==> src/dac_ctrl_pkg.sv <==
// Shared constants, register map and types of the converter switch-mode control block
package dac_ctrl_pkg;

	// Sample and segment layout
	localparam int unsigned SAMPLE_W = 16;
	localparam int unsigned MSB_W    = 4;
	localparam int unsigned LSB_W    = 12;
	localparam int unsigned SEG_W    = 15;

	// Serial register map (15-bit addresses)
	localparam logic [14:0] ADDR_SKEW      = 15'h007f;
	localparam logic [14:0] ADDR_DUTY      = 15'h0082;
	localparam logic [14:0] ADDR_CLK_AUX0  = 15'h0083;
	localparam logic [14:0] ADDR_CLK_AUX1  = 15'h0084;
	localparam logic [14:0] ADDR_DLL_FIRST = 15'h0090;
	localparam logic [14:0] ADDR_DLL_LAST  = 15'h009b;
	localparam logic [14:0] ADDR_SHUFFLE   = 15'h0151;
	localparam logic [14:0] ADDR_MODE      = 15'h0152;
	localparam logic [7:0]  REG_RESET      = 8'h00;
	localparam int unsigned DLL_DEPTH      = 12;

	// Field positions
	localparam int unsigned DUTY_CORR_BIT   = 7;
	localparam int unsigned DUTY_OFS_EN_BIT = 6;
	localparam int unsigned DUTY_SIGN_BIT   = 4;
	localparam int unsigned SKEW_SIGN_BIT   = 5;
	localparam int unsigned SHUFFLE_EN_BIT  = 2;
	localparam int unsigned FILTER_EN_BIT   = 2;

	// Serial frame: read flag, 15 address bits, 8 data bits
	localparam logic [4:0] SPI_INSTR_LAST = 5'h0f;
	localparam logic [4:0] SPI_FRAME_LAST = 5'h17;

	// Datapath constants
	localparam logic [15:0] RZ_ZERO_CODE = 16'h0000;
	localparam logic [7:0]  LFSR_SEED    = 8'h5b;
	localparam logic [1:0]  PAIR_A       = 2'h1;
	localparam logic [1:0]  PAIR_B       = 2'h2;

	typedef enum logic [1:0] {
		MODE_NRZ  = 2'h0,
		MODE_CHOP = 2'h1,
		MODE_RZ   = 2'h2,
		MODE_RSVD = 2'h3
	} out_mode_type;

	typedef enum logic [1:0] {
		SPI_IDLE  = 2'h0,
		SPI_INSTR = 2'h1,
		SPI_DATA  = 2'h3,
		SPI_DONE  = 2'h2
	} spi_state_type;

	typedef enum logic [2:0] {
		SEL_NONE, SEL_SKEW, SEL_DUTY, SEL_AUX0, SEL_AUX1, SEL_DLL, SEL_SHUF, SEL_MODE
	} reg_sel_type;

	typedef struct packed {
		logic [14:0] seg;
		logic [11:0] lsb;
	} half_word_type;

	typedef struct packed {
		logic [1:0]    pair_rise;
		logic [1:0]    pair_fall;
		half_word_type rise;
		half_word_type fall;
	} core_drive_type;

	typedef struct packed {
		logic       duty_corr_en;
		logic       duty_ofs_en;
		logic       duty_ofs_neg;
		logic [3:0] duty_ofs_mag;
		logic [4:0] clkp_steps;
		logic [4:0] clkn_steps;
	} clk_trim_type;

endpackage

==> src/dac_switch_ctrl.sv <==
// Switch-mode sample presentation, clock trim and serial register file of the converter
module dac_switch_ctrl (
	input  wire logic                         clk_i,
	input  wire logic                         reset_i,
	input  wire logic [15:0]                  sample_i,
	input  wire logic                         spi_cs_n_i,
	input  wire logic                         spi_sclk_i,
	input  wire logic                         spi_mosi_i,
	output dac_ctrl_pkg::core_drive_type      core_o,
	output dac_ctrl_pkg::clk_trim_type        trim_o,
	output logic                              spi_miso_o
);
	// Address decode shared by write path, read path and checks
	function automatic dac_ctrl_pkg::reg_sel_type reg_sel(input logic [14:0] a);
		if (a == dac_ctrl_pkg::ADDR_SKEW) reg_sel = dac_ctrl_pkg::SEL_SKEW;
		else if (a == dac_ctrl_pkg::ADDR_DUTY) reg_sel = dac_ctrl_pkg::SEL_DUTY;
		else if (a == dac_ctrl_pkg::ADDR_CLK_AUX0) reg_sel = dac_ctrl_pkg::SEL_AUX0;
		else if (a == dac_ctrl_pkg::ADDR_CLK_AUX1) reg_sel = dac_ctrl_pkg::SEL_AUX1;
		else if (a >= dac_ctrl_pkg::ADDR_DLL_FIRST && a <= dac_ctrl_pkg::ADDR_DLL_LAST)
			reg_sel = dac_ctrl_pkg::SEL_DLL;
		else if (a == dac_ctrl_pkg::ADDR_SHUFFLE) reg_sel = dac_ctrl_pkg::SEL_SHUF;
		else if (a == dac_ctrl_pkg::ADDR_MODE) reg_sel = dac_ctrl_pkg::SEL_MODE;
		else reg_sel = dac_ctrl_pkg::SEL_NONE;
	endfunction

	// Thermometer code of the MSB nibble, rotated right by amt (15 counts as 0)
	function automatic logic [14:0] seg_code(input logic [3:0] m, input logic [3:0] amt);
		logic [14:0] t;
		logic [29:0] d;
		logic [3:0]  r;
		t = '0;
		for (int i = 0; i < 15; i++) begin
			t[i] = (i < int'(m));
		end
		r = (amt == 4'hf) ? 4'h0 : amt;
		d = {t, t} >> r;
		seg_code = d[14:0];
	endfunction

	logic                        cs_meta, cs_sync, sclk_meta, sclk_sync, sclk_prev;
	logic                        mosi_meta, mosi_sync;
	dac_ctrl_pkg::spi_state_type spi_state, next_spi_state;
	logic [4:0]                  bit_cnt, next_bit_cnt;
	logic [15:0]                 shift, next_shift;
	logic [14:0]                 addr, next_addr;
	logic                        read_op, next_read;
	logic [1:0]                  load, next_load;
	logic [7:0]                  rd_shift, next_rd_shift, rd_val, dll_rd;
	logic                        miso, next_miso;
	logic                        sclk_rise, sclk_fall, wr_stb;
	logic [7:0]                  wr_data;
	dac_ctrl_pkg::reg_sel_type   sel;
	logic [7:0]                  skew, duty, aux0, aux1, shuf, mode;
	logic [7:0]                  next_skew, next_duty, next_aux0, next_aux1, next_shuf;
	logic [7:0]                  next_mode;
	dac_ctrl_pkg::clk_trim_type  trim, next_trim;
	logic [15:0]                 cur, fall_val, avg;
	logic [16:0]                 sum;
	logic [7:0]                  lfsr, next_lfsr;
	dac_ctrl_pkg::core_drive_type core, next_core;
	dac_ctrl_pkg::out_mode_type  out_mode;
	logic                        filt_en, shuf_en;

	// Two-flop synchronisers for the serial pins
	always_ff @(posedge clk_i) begin
		if (reset_i) begin
			cs_meta   <= 1'b1;
			cs_sync   <= 1'b1;
			sclk_meta <= 1'b0;
			sclk_sync <= 1'b0;
			sclk_prev <= 1'b0;
			mosi_meta <= 1'b0;
			mosi_sync <= 1'b0;
		end else begin
			cs_meta   <= spi_cs_n_i;
			cs_sync   <= cs_meta;
			sclk_meta <= spi_sclk_i;
			sclk_sync <= sclk_meta;
			sclk_prev <= sclk_sync;
			mosi_meta <= spi_mosi_i;
			mosi_sync <= mosi_meta;
		end
	end

	assign sclk_rise = sclk_sync & ~sclk_prev;
	assign sclk_fall = ~sclk_sync & sclk_prev;
	assign wr_data   = {shift[6:0], mosi_sync};
	assign wr_stb    = !cs_sync && spi_state == dac_ctrl_pkg::SPI_DATA && sclk_rise
		&& bit_cnt == dac_ctrl_pkg::SPI_FRAME_LAST && !read_op;
	assign sel       = reg_sel(addr);

	// Serial frame engine: instruction, then one data byte
	always_comb begin
		next_spi_state = spi_state;
		next_bit_cnt   = bit_cnt;
		next_shift     = shift;
		next_addr      = addr;
		next_read      = read_op;
		next_load      = {load[0], 1'b0};
		next_rd_shift  = rd_shift;
		next_miso      = miso;
		if (load[1]) next_rd_shift = rd_val;
		if (cs_sync) begin
			next_spi_state = dac_ctrl_pkg::SPI_IDLE;
			next_bit_cnt   = 5'h00;
			next_miso      = 1'b0;
		end else begin
			case (spi_state)
				dac_ctrl_pkg::SPI_IDLE: begin
					next_spi_state = dac_ctrl_pkg::SPI_INSTR;
					next_bit_cnt   = 5'h00;
				end
				dac_ctrl_pkg::SPI_INSTR: if (sclk_rise) begin
					next_shift   = {shift[14:0], mosi_sync};
					next_bit_cnt = bit_cnt + 5'h01;
					if (bit_cnt == dac_ctrl_pkg::SPI_INSTR_LAST) begin
						next_spi_state = dac_ctrl_pkg::SPI_DATA;
						next_read      = shift[14];
						next_addr      = {shift[13:0], mosi_sync};
						next_load[0]   = 1'b1;
					end
				end
				dac_ctrl_pkg::SPI_DATA: begin
					if (sclk_rise) begin
						next_shift   = {shift[14:0], mosi_sync};
						next_bit_cnt = bit_cnt + 5'h01;
						if (bit_cnt == dac_ctrl_pkg::SPI_FRAME_LAST)
							next_spi_state = dac_ctrl_pkg::SPI_DONE;
					end
					if (sclk_fall) begin
						next_miso     = rd_shift[7];
						next_rd_shift = {rd_shift[6:0], 1'b0};
					end
				end
				default: next_spi_state = spi_state;
			endcase
		end
	end

	always_ff @(posedge clk_i) begin
		if (reset_i) begin
			spi_state <= dac_ctrl_pkg::SPI_IDLE;
			bit_cnt   <= 5'h00;
			shift     <= 16'h0000;
			addr      <= 15'h0000;
			read_op   <= 1'b0;
			load      <= 2'h0;
			rd_shift  <= 8'h00;
			miso      <= 1'b0;
		end else begin
			spi_state <= next_spi_state;
			bit_cnt   <= next_bit_cnt;
			shift     <= next_shift;
			addr      <= next_addr;
			read_op   <= next_read;
			load      <= next_load;
			rd_shift  <= next_rd_shift;
			miso      <= next_miso;
		end
	end

	// DLL configuration words, low address nibble is the index
	dll_cfg_mem u_dll_cfg_mem (
		.clk_i     (clk_i),
		.reset_i   (reset_i),
		.wr_en_i   (wr_stb && sel == dac_ctrl_pkg::SEL_DLL),
		.addr_i    (addr[3:0]),
		.wr_data_i (wr_data),
		.rd_data_o (dll_rd)
	);

	// Register writes and read-back selection; unmapped reads return zero
	always_comb begin
		next_skew = skew;
		next_duty = duty;
		next_aux0 = aux0;
		next_aux1 = aux1;
		next_shuf = shuf;
		next_mode = mode;
		if (wr_stb) begin
			if (sel == dac_ctrl_pkg::SEL_SKEW) next_skew = wr_data;
			else if (sel == dac_ctrl_pkg::SEL_DUTY) next_duty = wr_data;
			else if (sel == dac_ctrl_pkg::SEL_AUX0) next_aux0 = wr_data;
			else if (sel == dac_ctrl_pkg::SEL_AUX1) next_aux1 = wr_data;
			else if (sel == dac_ctrl_pkg::SEL_SHUF) next_shuf = wr_data;
			else if (sel == dac_ctrl_pkg::SEL_MODE) next_mode = wr_data;
		end
		if (sel == dac_ctrl_pkg::SEL_SKEW) rd_val = skew;
		else if (sel == dac_ctrl_pkg::SEL_DUTY) rd_val = duty;
		else if (sel == dac_ctrl_pkg::SEL_AUX0) rd_val = aux0;
		else if (sel == dac_ctrl_pkg::SEL_AUX1) rd_val = aux1;
		else if (sel == dac_ctrl_pkg::SEL_DLL) rd_val = dll_rd;
		else if (sel == dac_ctrl_pkg::SEL_SHUF) rd_val = shuf;
		else if (sel == dac_ctrl_pkg::SEL_MODE) rd_val = mode;
		else rd_val = 8'h00;
	end

	// Clock trim controls decoded from the duty and phase registers
	always_comb begin
		next_trim.duty_corr_en = duty[dac_ctrl_pkg::DUTY_CORR_BIT];
		next_trim.duty_ofs_en  = duty[dac_ctrl_pkg::DUTY_OFS_EN_BIT];
		next_trim.duty_ofs_neg = duty[dac_ctrl_pkg::DUTY_SIGN_BIT];
		next_trim.duty_ofs_mag = duty[3:0];
		next_trim.clkp_steps   = skew[dac_ctrl_pkg::SKEW_SIGN_BIT] ? 5'h00 : skew[4:0];
		next_trim.clkn_steps   = skew[dac_ctrl_pkg::SKEW_SIGN_BIT] ? skew[4:0] : 5'h00;
	end

	always_ff @(posedge clk_i) begin
		if (reset_i) begin
			skew <= dac_ctrl_pkg::REG_RESET;
			duty <= dac_ctrl_pkg::REG_RESET;
			aux0 <= dac_ctrl_pkg::REG_RESET;
			aux1 <= dac_ctrl_pkg::REG_RESET;
			shuf <= dac_ctrl_pkg::REG_RESET;
			mode <= dac_ctrl_pkg::REG_RESET;
			trim <= '0;
		end else begin
			skew <= next_skew;
			duty <= next_duty;
			aux0 <= next_aux0;
			aux1 <= next_aux1;
			shuf <= next_shuf;
			mode <= next_mode;
			trim <= next_trim;
		end
	end

	assign out_mode = dac_ctrl_pkg::out_mode_type'(mode[1:0]);
	assign filt_en  = mode[dac_ctrl_pkg::FILTER_EN_BIT];
	assign shuf_en  = shuf[dac_ctrl_pkg::SHUFFLE_EN_BIT];
	assign sum      = {1'b0, cur} + {1'b0, sample_i};
	assign avg      = sum[16:1];

	// Half-period words: rising word to pair A, falling word to pair B
	always_comb begin
		next_lfsr = lfsr;
		if (shuf_en) next_lfsr = {lfsr[6:0], lfsr[7] ^ lfsr[5] ^ lfsr[4] ^ lfsr[3]};
		if (filt_en) fall_val = avg;
		else begin
			case (out_mode)
				dac_ctrl_pkg::MODE_RZ:   fall_val = dac_ctrl_pkg::RZ_ZERO_CODE;
				dac_ctrl_pkg::MODE_CHOP: fall_val = ~cur;
				default:                 fall_val = cur;
			endcase
		end
		next_core.pair_rise = dac_ctrl_pkg::PAIR_A;
		next_core.pair_fall = dac_ctrl_pkg::PAIR_B;
		next_core.rise.seg  = seg_code(cur[15:12], shuf_en ? lfsr[3:0] : 4'h0);
		next_core.rise.lsb  = cur[11:0];
		next_core.fall.seg  = seg_code(fall_val[15:12], shuf_en ? lfsr[7:4] : 4'h0);
		next_core.fall.lsb  = fall_val[11:0];
	end

	always_ff @(posedge clk_i) begin
		if (reset_i) begin
			cur  <= 16'h0000;
			lfsr <= dac_ctrl_pkg::LFSR_SEED;
			core <= '0;
		end else begin
			cur  <= sample_i;
			lfsr <= next_lfsr;
			core <= next_core;
		end
	end

	assign core_o     = core;
	assign trim_o     = trim;
	assign spi_miso_o = miso;
endmodule

==> src/dll_cfg_mem.sv <==
// Twelve-word store for the delay-locked-loop configuration, registered read
module dll_cfg_mem (
	input  wire logic       clk_i,
	input  wire logic       reset_i,
	input  wire logic       wr_en_i,
	input  wire logic [3:0] addr_i,
	input  wire logic [7:0] wr_data_i,
	output logic      [7:0] rd_data_o
);
	logic [7:0] mem [dac_ctrl_pkg::DLL_DEPTH];

	// Write port with reset, read data from a flop
	always_ff @(posedge clk_i) begin
		if (reset_i) begin
			for (int i = 0; i < dac_ctrl_pkg::DLL_DEPTH; i++) begin
				mem[i] <= dac_ctrl_pkg::REG_RESET;
			end
			rd_data_o <= dac_ctrl_pkg::REG_RESET;
		end else begin
			if (wr_en_i && (int'(addr_i) < dac_ctrl_pkg::DLL_DEPTH)) begin
				mem[addr_i] <= wr_data_i;
			end
			rd_data_o <= (int'(addr_i) < dac_ctrl_pkg::DLL_DEPTH) ? mem[addr_i] : 8'h00;
		end
	end
endmodule

==> config.mk <==
export PLATFORM = sky130hd
export DESIGN_NAME = dac_switch_ctrl
export DESIGN_NICKNAME = d
export VERILOG_FILES = /design/src/dac_ctrl_pkg.sv /design/src/dac_switch_ctrl.sv /design/src/dll_cfg_mem.sv
export SDC_FILE = /design/constraint.sdc
export NUM_CORES = 1
export LEC_CHECK = 0
export CORE_ASPECT_RATIO = 0.8
export CORE_UTILIZATION = 50
export CTS_CLUSTER_DIAMETER = 120
export DETAILED_ROUTE_END_ITERATION = 10
export DONT_BUFFER_PORTS = 1
export PLACE_DENSITY_LB_ADDON = 0.08
export REMOVE_ABC_BUFFERS = 1
export SYNTH_ARGS = -nofsm -noshare
export SYNTH_HDL_FRONTEND = slang
export SYNTH_SLANG_ARGS = --single-unit
==> constraint.sdc <==
create_clock -name clk_i -period 5.6 [get_ports clk_i]
set_clock_uncertainty 0.15 [all_clocks]
set_input_delay 0.28 -clock clk_i [delete_from_list [all_inputs] [get_ports clk_i]]
set_output_delay 0.28 -clock clk_i [all_outputs]
set_load 0.1 [all_outputs]
==> impl_metrics.yaml <==
routing:
  drc_errors: 0
  first_iter_violations: 1045
  via_per_inst: 5.840
  dr.pass1.iters: 5
  routed_wl_um: 35180
  ant_nets: 0
  wl_per_cell_um: 19.11
  vias: 10751
sta:
  fmax_mhz: 268.6
  fin_crit_sh_pct: 66.47
  relSlewSlack_pct: 17.56
  drv_slew: 0
  period_needed_ns: 3.723
  setup-violations-final: 0
  rsz0062_at_grt: "no"
  hold_violations: 0
  worst_slew_pin_slew_ns: 1.224
  fin_tns_setup_ns: 0
global_route:
  grt_pass1_vias: 9998
  overflow: 0
  grt_pass1_wl_um: 56320
  antenna_found_initial: 0
  grt.total_usage_pct: 24.36
  grt_start_max_net_pins: 178
power_and_ir_drop:
  comb_power_share_pct: 5.5
  p_clk_share_pct: 44.1
  switching_share_pct: 23.88
  p_seq_share_pct: 50.4
  ir_drop_mv: 0.3084
  cellInternalPower_w: 0.003751
  power.density_mw_per_mm2: 315.0
  p_sw_w: 0.001177
  total_leakage_power_nw: 5.476
layout:
  multiInputGateArea_mm2: 0.006674
  seq_area_mm2: 0.007049
  fin_nets: 1497
  nFillCells: 2434
  utilization_pct: 56.75
  num_antenna_cells: 0
  drive_above_1_share_pct: 8.937
  syn2layout_area_growth_pct: 10.23
clock_network:
  clk-insertion-delay-late_ns: 0.56
  path_clk_slew_ns: 0.06
  cts-root-buf: "clkbuf_16"
  h-tree-depth: 1
  post_cts_buffers: 0
  cts_buffers: 30
  hold_buffers: 20
  tritoncts: "done"
  clk_path_buf_depth: 3
  post_cts_resized: 0
  cts_sinks: 304
die:
  die_y_um: 152.7
  dieArea_mm2: 0.02907
  io_pins: 97
  fp-row-count: 54
  start_util_pct: 51.49
  coreArea_mm2: 0.02757
  die_x_um: 190.4
critical_path:
  cp.arrival_ns: 3.99
  r2r_cells: 10
  r2r_slack_ns: 1.88
  cp-startpoint: "mode[1]"
  worst_r2r_startpoint: "mode[1]"
  r2r-end: "core_o[24]"
  cp-start-kind: "flop"
  critPathRequiredTime_ns: 5.87
  crit_type: "reg -> reg"
  end_kind: "flop"
  path_max_fanout: 20
yosys:
  ys_ff_latch: 304
  async_reset_ff_share_pct: 0
  syn_avg_cell_area_um2: 9.507
  seq_area_frac_synth_pct: 49.65
  syn_area_mm2: 0.01419
  synth_top_cell_by_area: "dfxtp_1"
  yosysWarnings: 0
  syn_inst: 1493
  synth-edff-count: 96
  synth_area_leaders: "dfxtp_1, edfxtp_1, nand2_1"
  yosysTopAreaCellShare_pct: 29.34
  synth_flop_cell: "dfxtp_1"
  yosys.cell_types.count: 80
min_path:
  hold_class: "in -> reg"
  hold_path_end: "core_o[56]"
  holdPathStages: 2
  min_from: "reset_i"
run:
  drv_cap: 0
status:
  status: "finished, final reports clean"
place:
  dpl.hpwl_um: 22920
  numPortBuffers: 0
  gp_congestion: 0.8699
[registers in the layout, indices dropped and copies added (netlist names), 5 cells and up]
| register | count |
|---|---|
| shift | 15 |
| aux1 | 8 |
| aux0 | 8 |
| u_dll_cfg_mem.mem | 96 |
| trim_o | 17 |
| u_dll_cfg_mem.rd_data_o | 8 |
| lfsr | 8 |
| skew | 8 |
| core_o | 55 |
| shuf | 8 |
| rd_shift | 8 |
| mode | 8 |
| addr | 15 |
| duty | 8 |
| bit_cnt | 5 |
| cur | 16 |
[cell usage after synthesis (all sizes together), types with 26 or more instances]
library cell and n:
a21oi 148, a211oi 33, o21ai 60, nand3 40, nor2 128, and2 101
dfxtp 208, nand2 197, nor2b 47, mux2i 26, clkbuf 90, edfxtp 96
[worst max path at each step]
stage,slack (ns),depth (start not counted),endpoint
after CTS,1.91,10,core_o[24]
after global placement,2.02,11,core_o[17]
after detailed placement,1.94,10,core_o[24]
final,1.88,10,core_o[24]
after global routing,1.66,10,core_o[24]
after floorplan,2.03,6,core_o[25]
[power groups by stage]
stage,clock network [W],registers (W),logic (W)
5_1_grt,0.00231,0.00249,0.000301
6_report,0.00217,0.00248,0.000273
3_3_place_gp,0,0.00253,0.000237
3_5_place_dp,0,0.00253,0.000235
4_1_cts,0.00222,0.00248,0.000270
2_1_floorplan,0,0.00251,0.000190
[layout make-up]
| cell class | count | area share, % |
|---|---|---|
| sequential | 304 | 45.06 |
| timing repair buffer | 32 | 1.967 |
| multi-input combinational | 1066 | 42.66 |
| inverter | 20 | 0.4798 |
| tap | 364 | 2.911 |
| clock inverter | 11 | 0.9997 |
| clock buffer | 44 | 5.926 |
[critical path, stage by stage (launching register included)]
cell      delay [ns]
dfxtp_1         0.36
inv_1           0.06
ha_1            0.71
nand2b_1        0.60
o21ai_0         0.32
o21ai_0         0.25
o32ai_1         0.13
a31oi_2         0.32
a21oi_2         0.12
o32ai_1         0.40
o22ai_1         0.16
[stage by stage]
step / instance area (um2) / hold slack (ns) / power [W] / setup slack, ns / instances
floorplan: 13790 / 0.1967 / 0.002704 / 2.026 / 1390
global placement: 14340 / 0.2238 / 0.002767 / 2.020 / 1766
detailed placement: 14340 / 0.2337 / 0.002765 / 1.939 / 1766
CTS: 15650 / 0.01561 / 0.004970 / 1.909 / 1841
global route: 15650 / 0.02384 / 0.005096 / 1.661 / 1841
finish: 15650 / 0.04991 / 0.004927 / 1.877 / 1841
[metal layers]
metal  up-vias  part of all wire [%]  global-route usage, %
met5         -                     0                      0
met4         0                   1.4                  4.343
met3        41                   7.0                  4.883
met2       355                    41                  33.92
met1      5102                    50                  38.70
li1       5253                     -                      -
[placed cells by master (no fill, tap or decap), drive strengths merged, types with 15 or more instances in the layout]
| cell | synthesis | final |
|---|---|---|
| a211oi | 33 | 33 |
| a21oi | 148 | 148 |
| a22oi | 19 | 19 |
| and2 | 101 | 101 |
| and3 | 18 | 18 |
| clkbuf | 90 | 44 |
| dfxtp | 208 | 208 |
| dlygate4sd3 | 0 | 19 |
| edfxtp | 96 | 96 |
| ha | 21 | 21 |
| inv | 20 | 23 |
| mux2i | 26 | 26 |
| mux4 | 24 | 24 |
| nand2 | 197 | 197 |
| nand3 | 40 | 40 |
| nor2 | 128 | 128 |
| nor2b | 47 | 47 |
| nor3 | 24 | 24 |
| o21ai | 60 | 60 |
| o22ai | 15 | 15 |
[cells by family (layout without fill, tap and decap cells)]
group,Yosys count,count (layout),share of synthesized area [%]
other,1,2,0.02642
muxes,51,51,5.721
and+or+nand+nor,612,612,21.45
buffers and inverters,124,107,3.394
xor gates and xnor gates,16,16,1.120
AOI/OAI and AO/OA,362,362,16.58
adders and majority gates,23,23,2.063
DFF,304,304,49.65
No activity file was read; power rests on OpenSTA's default activity.
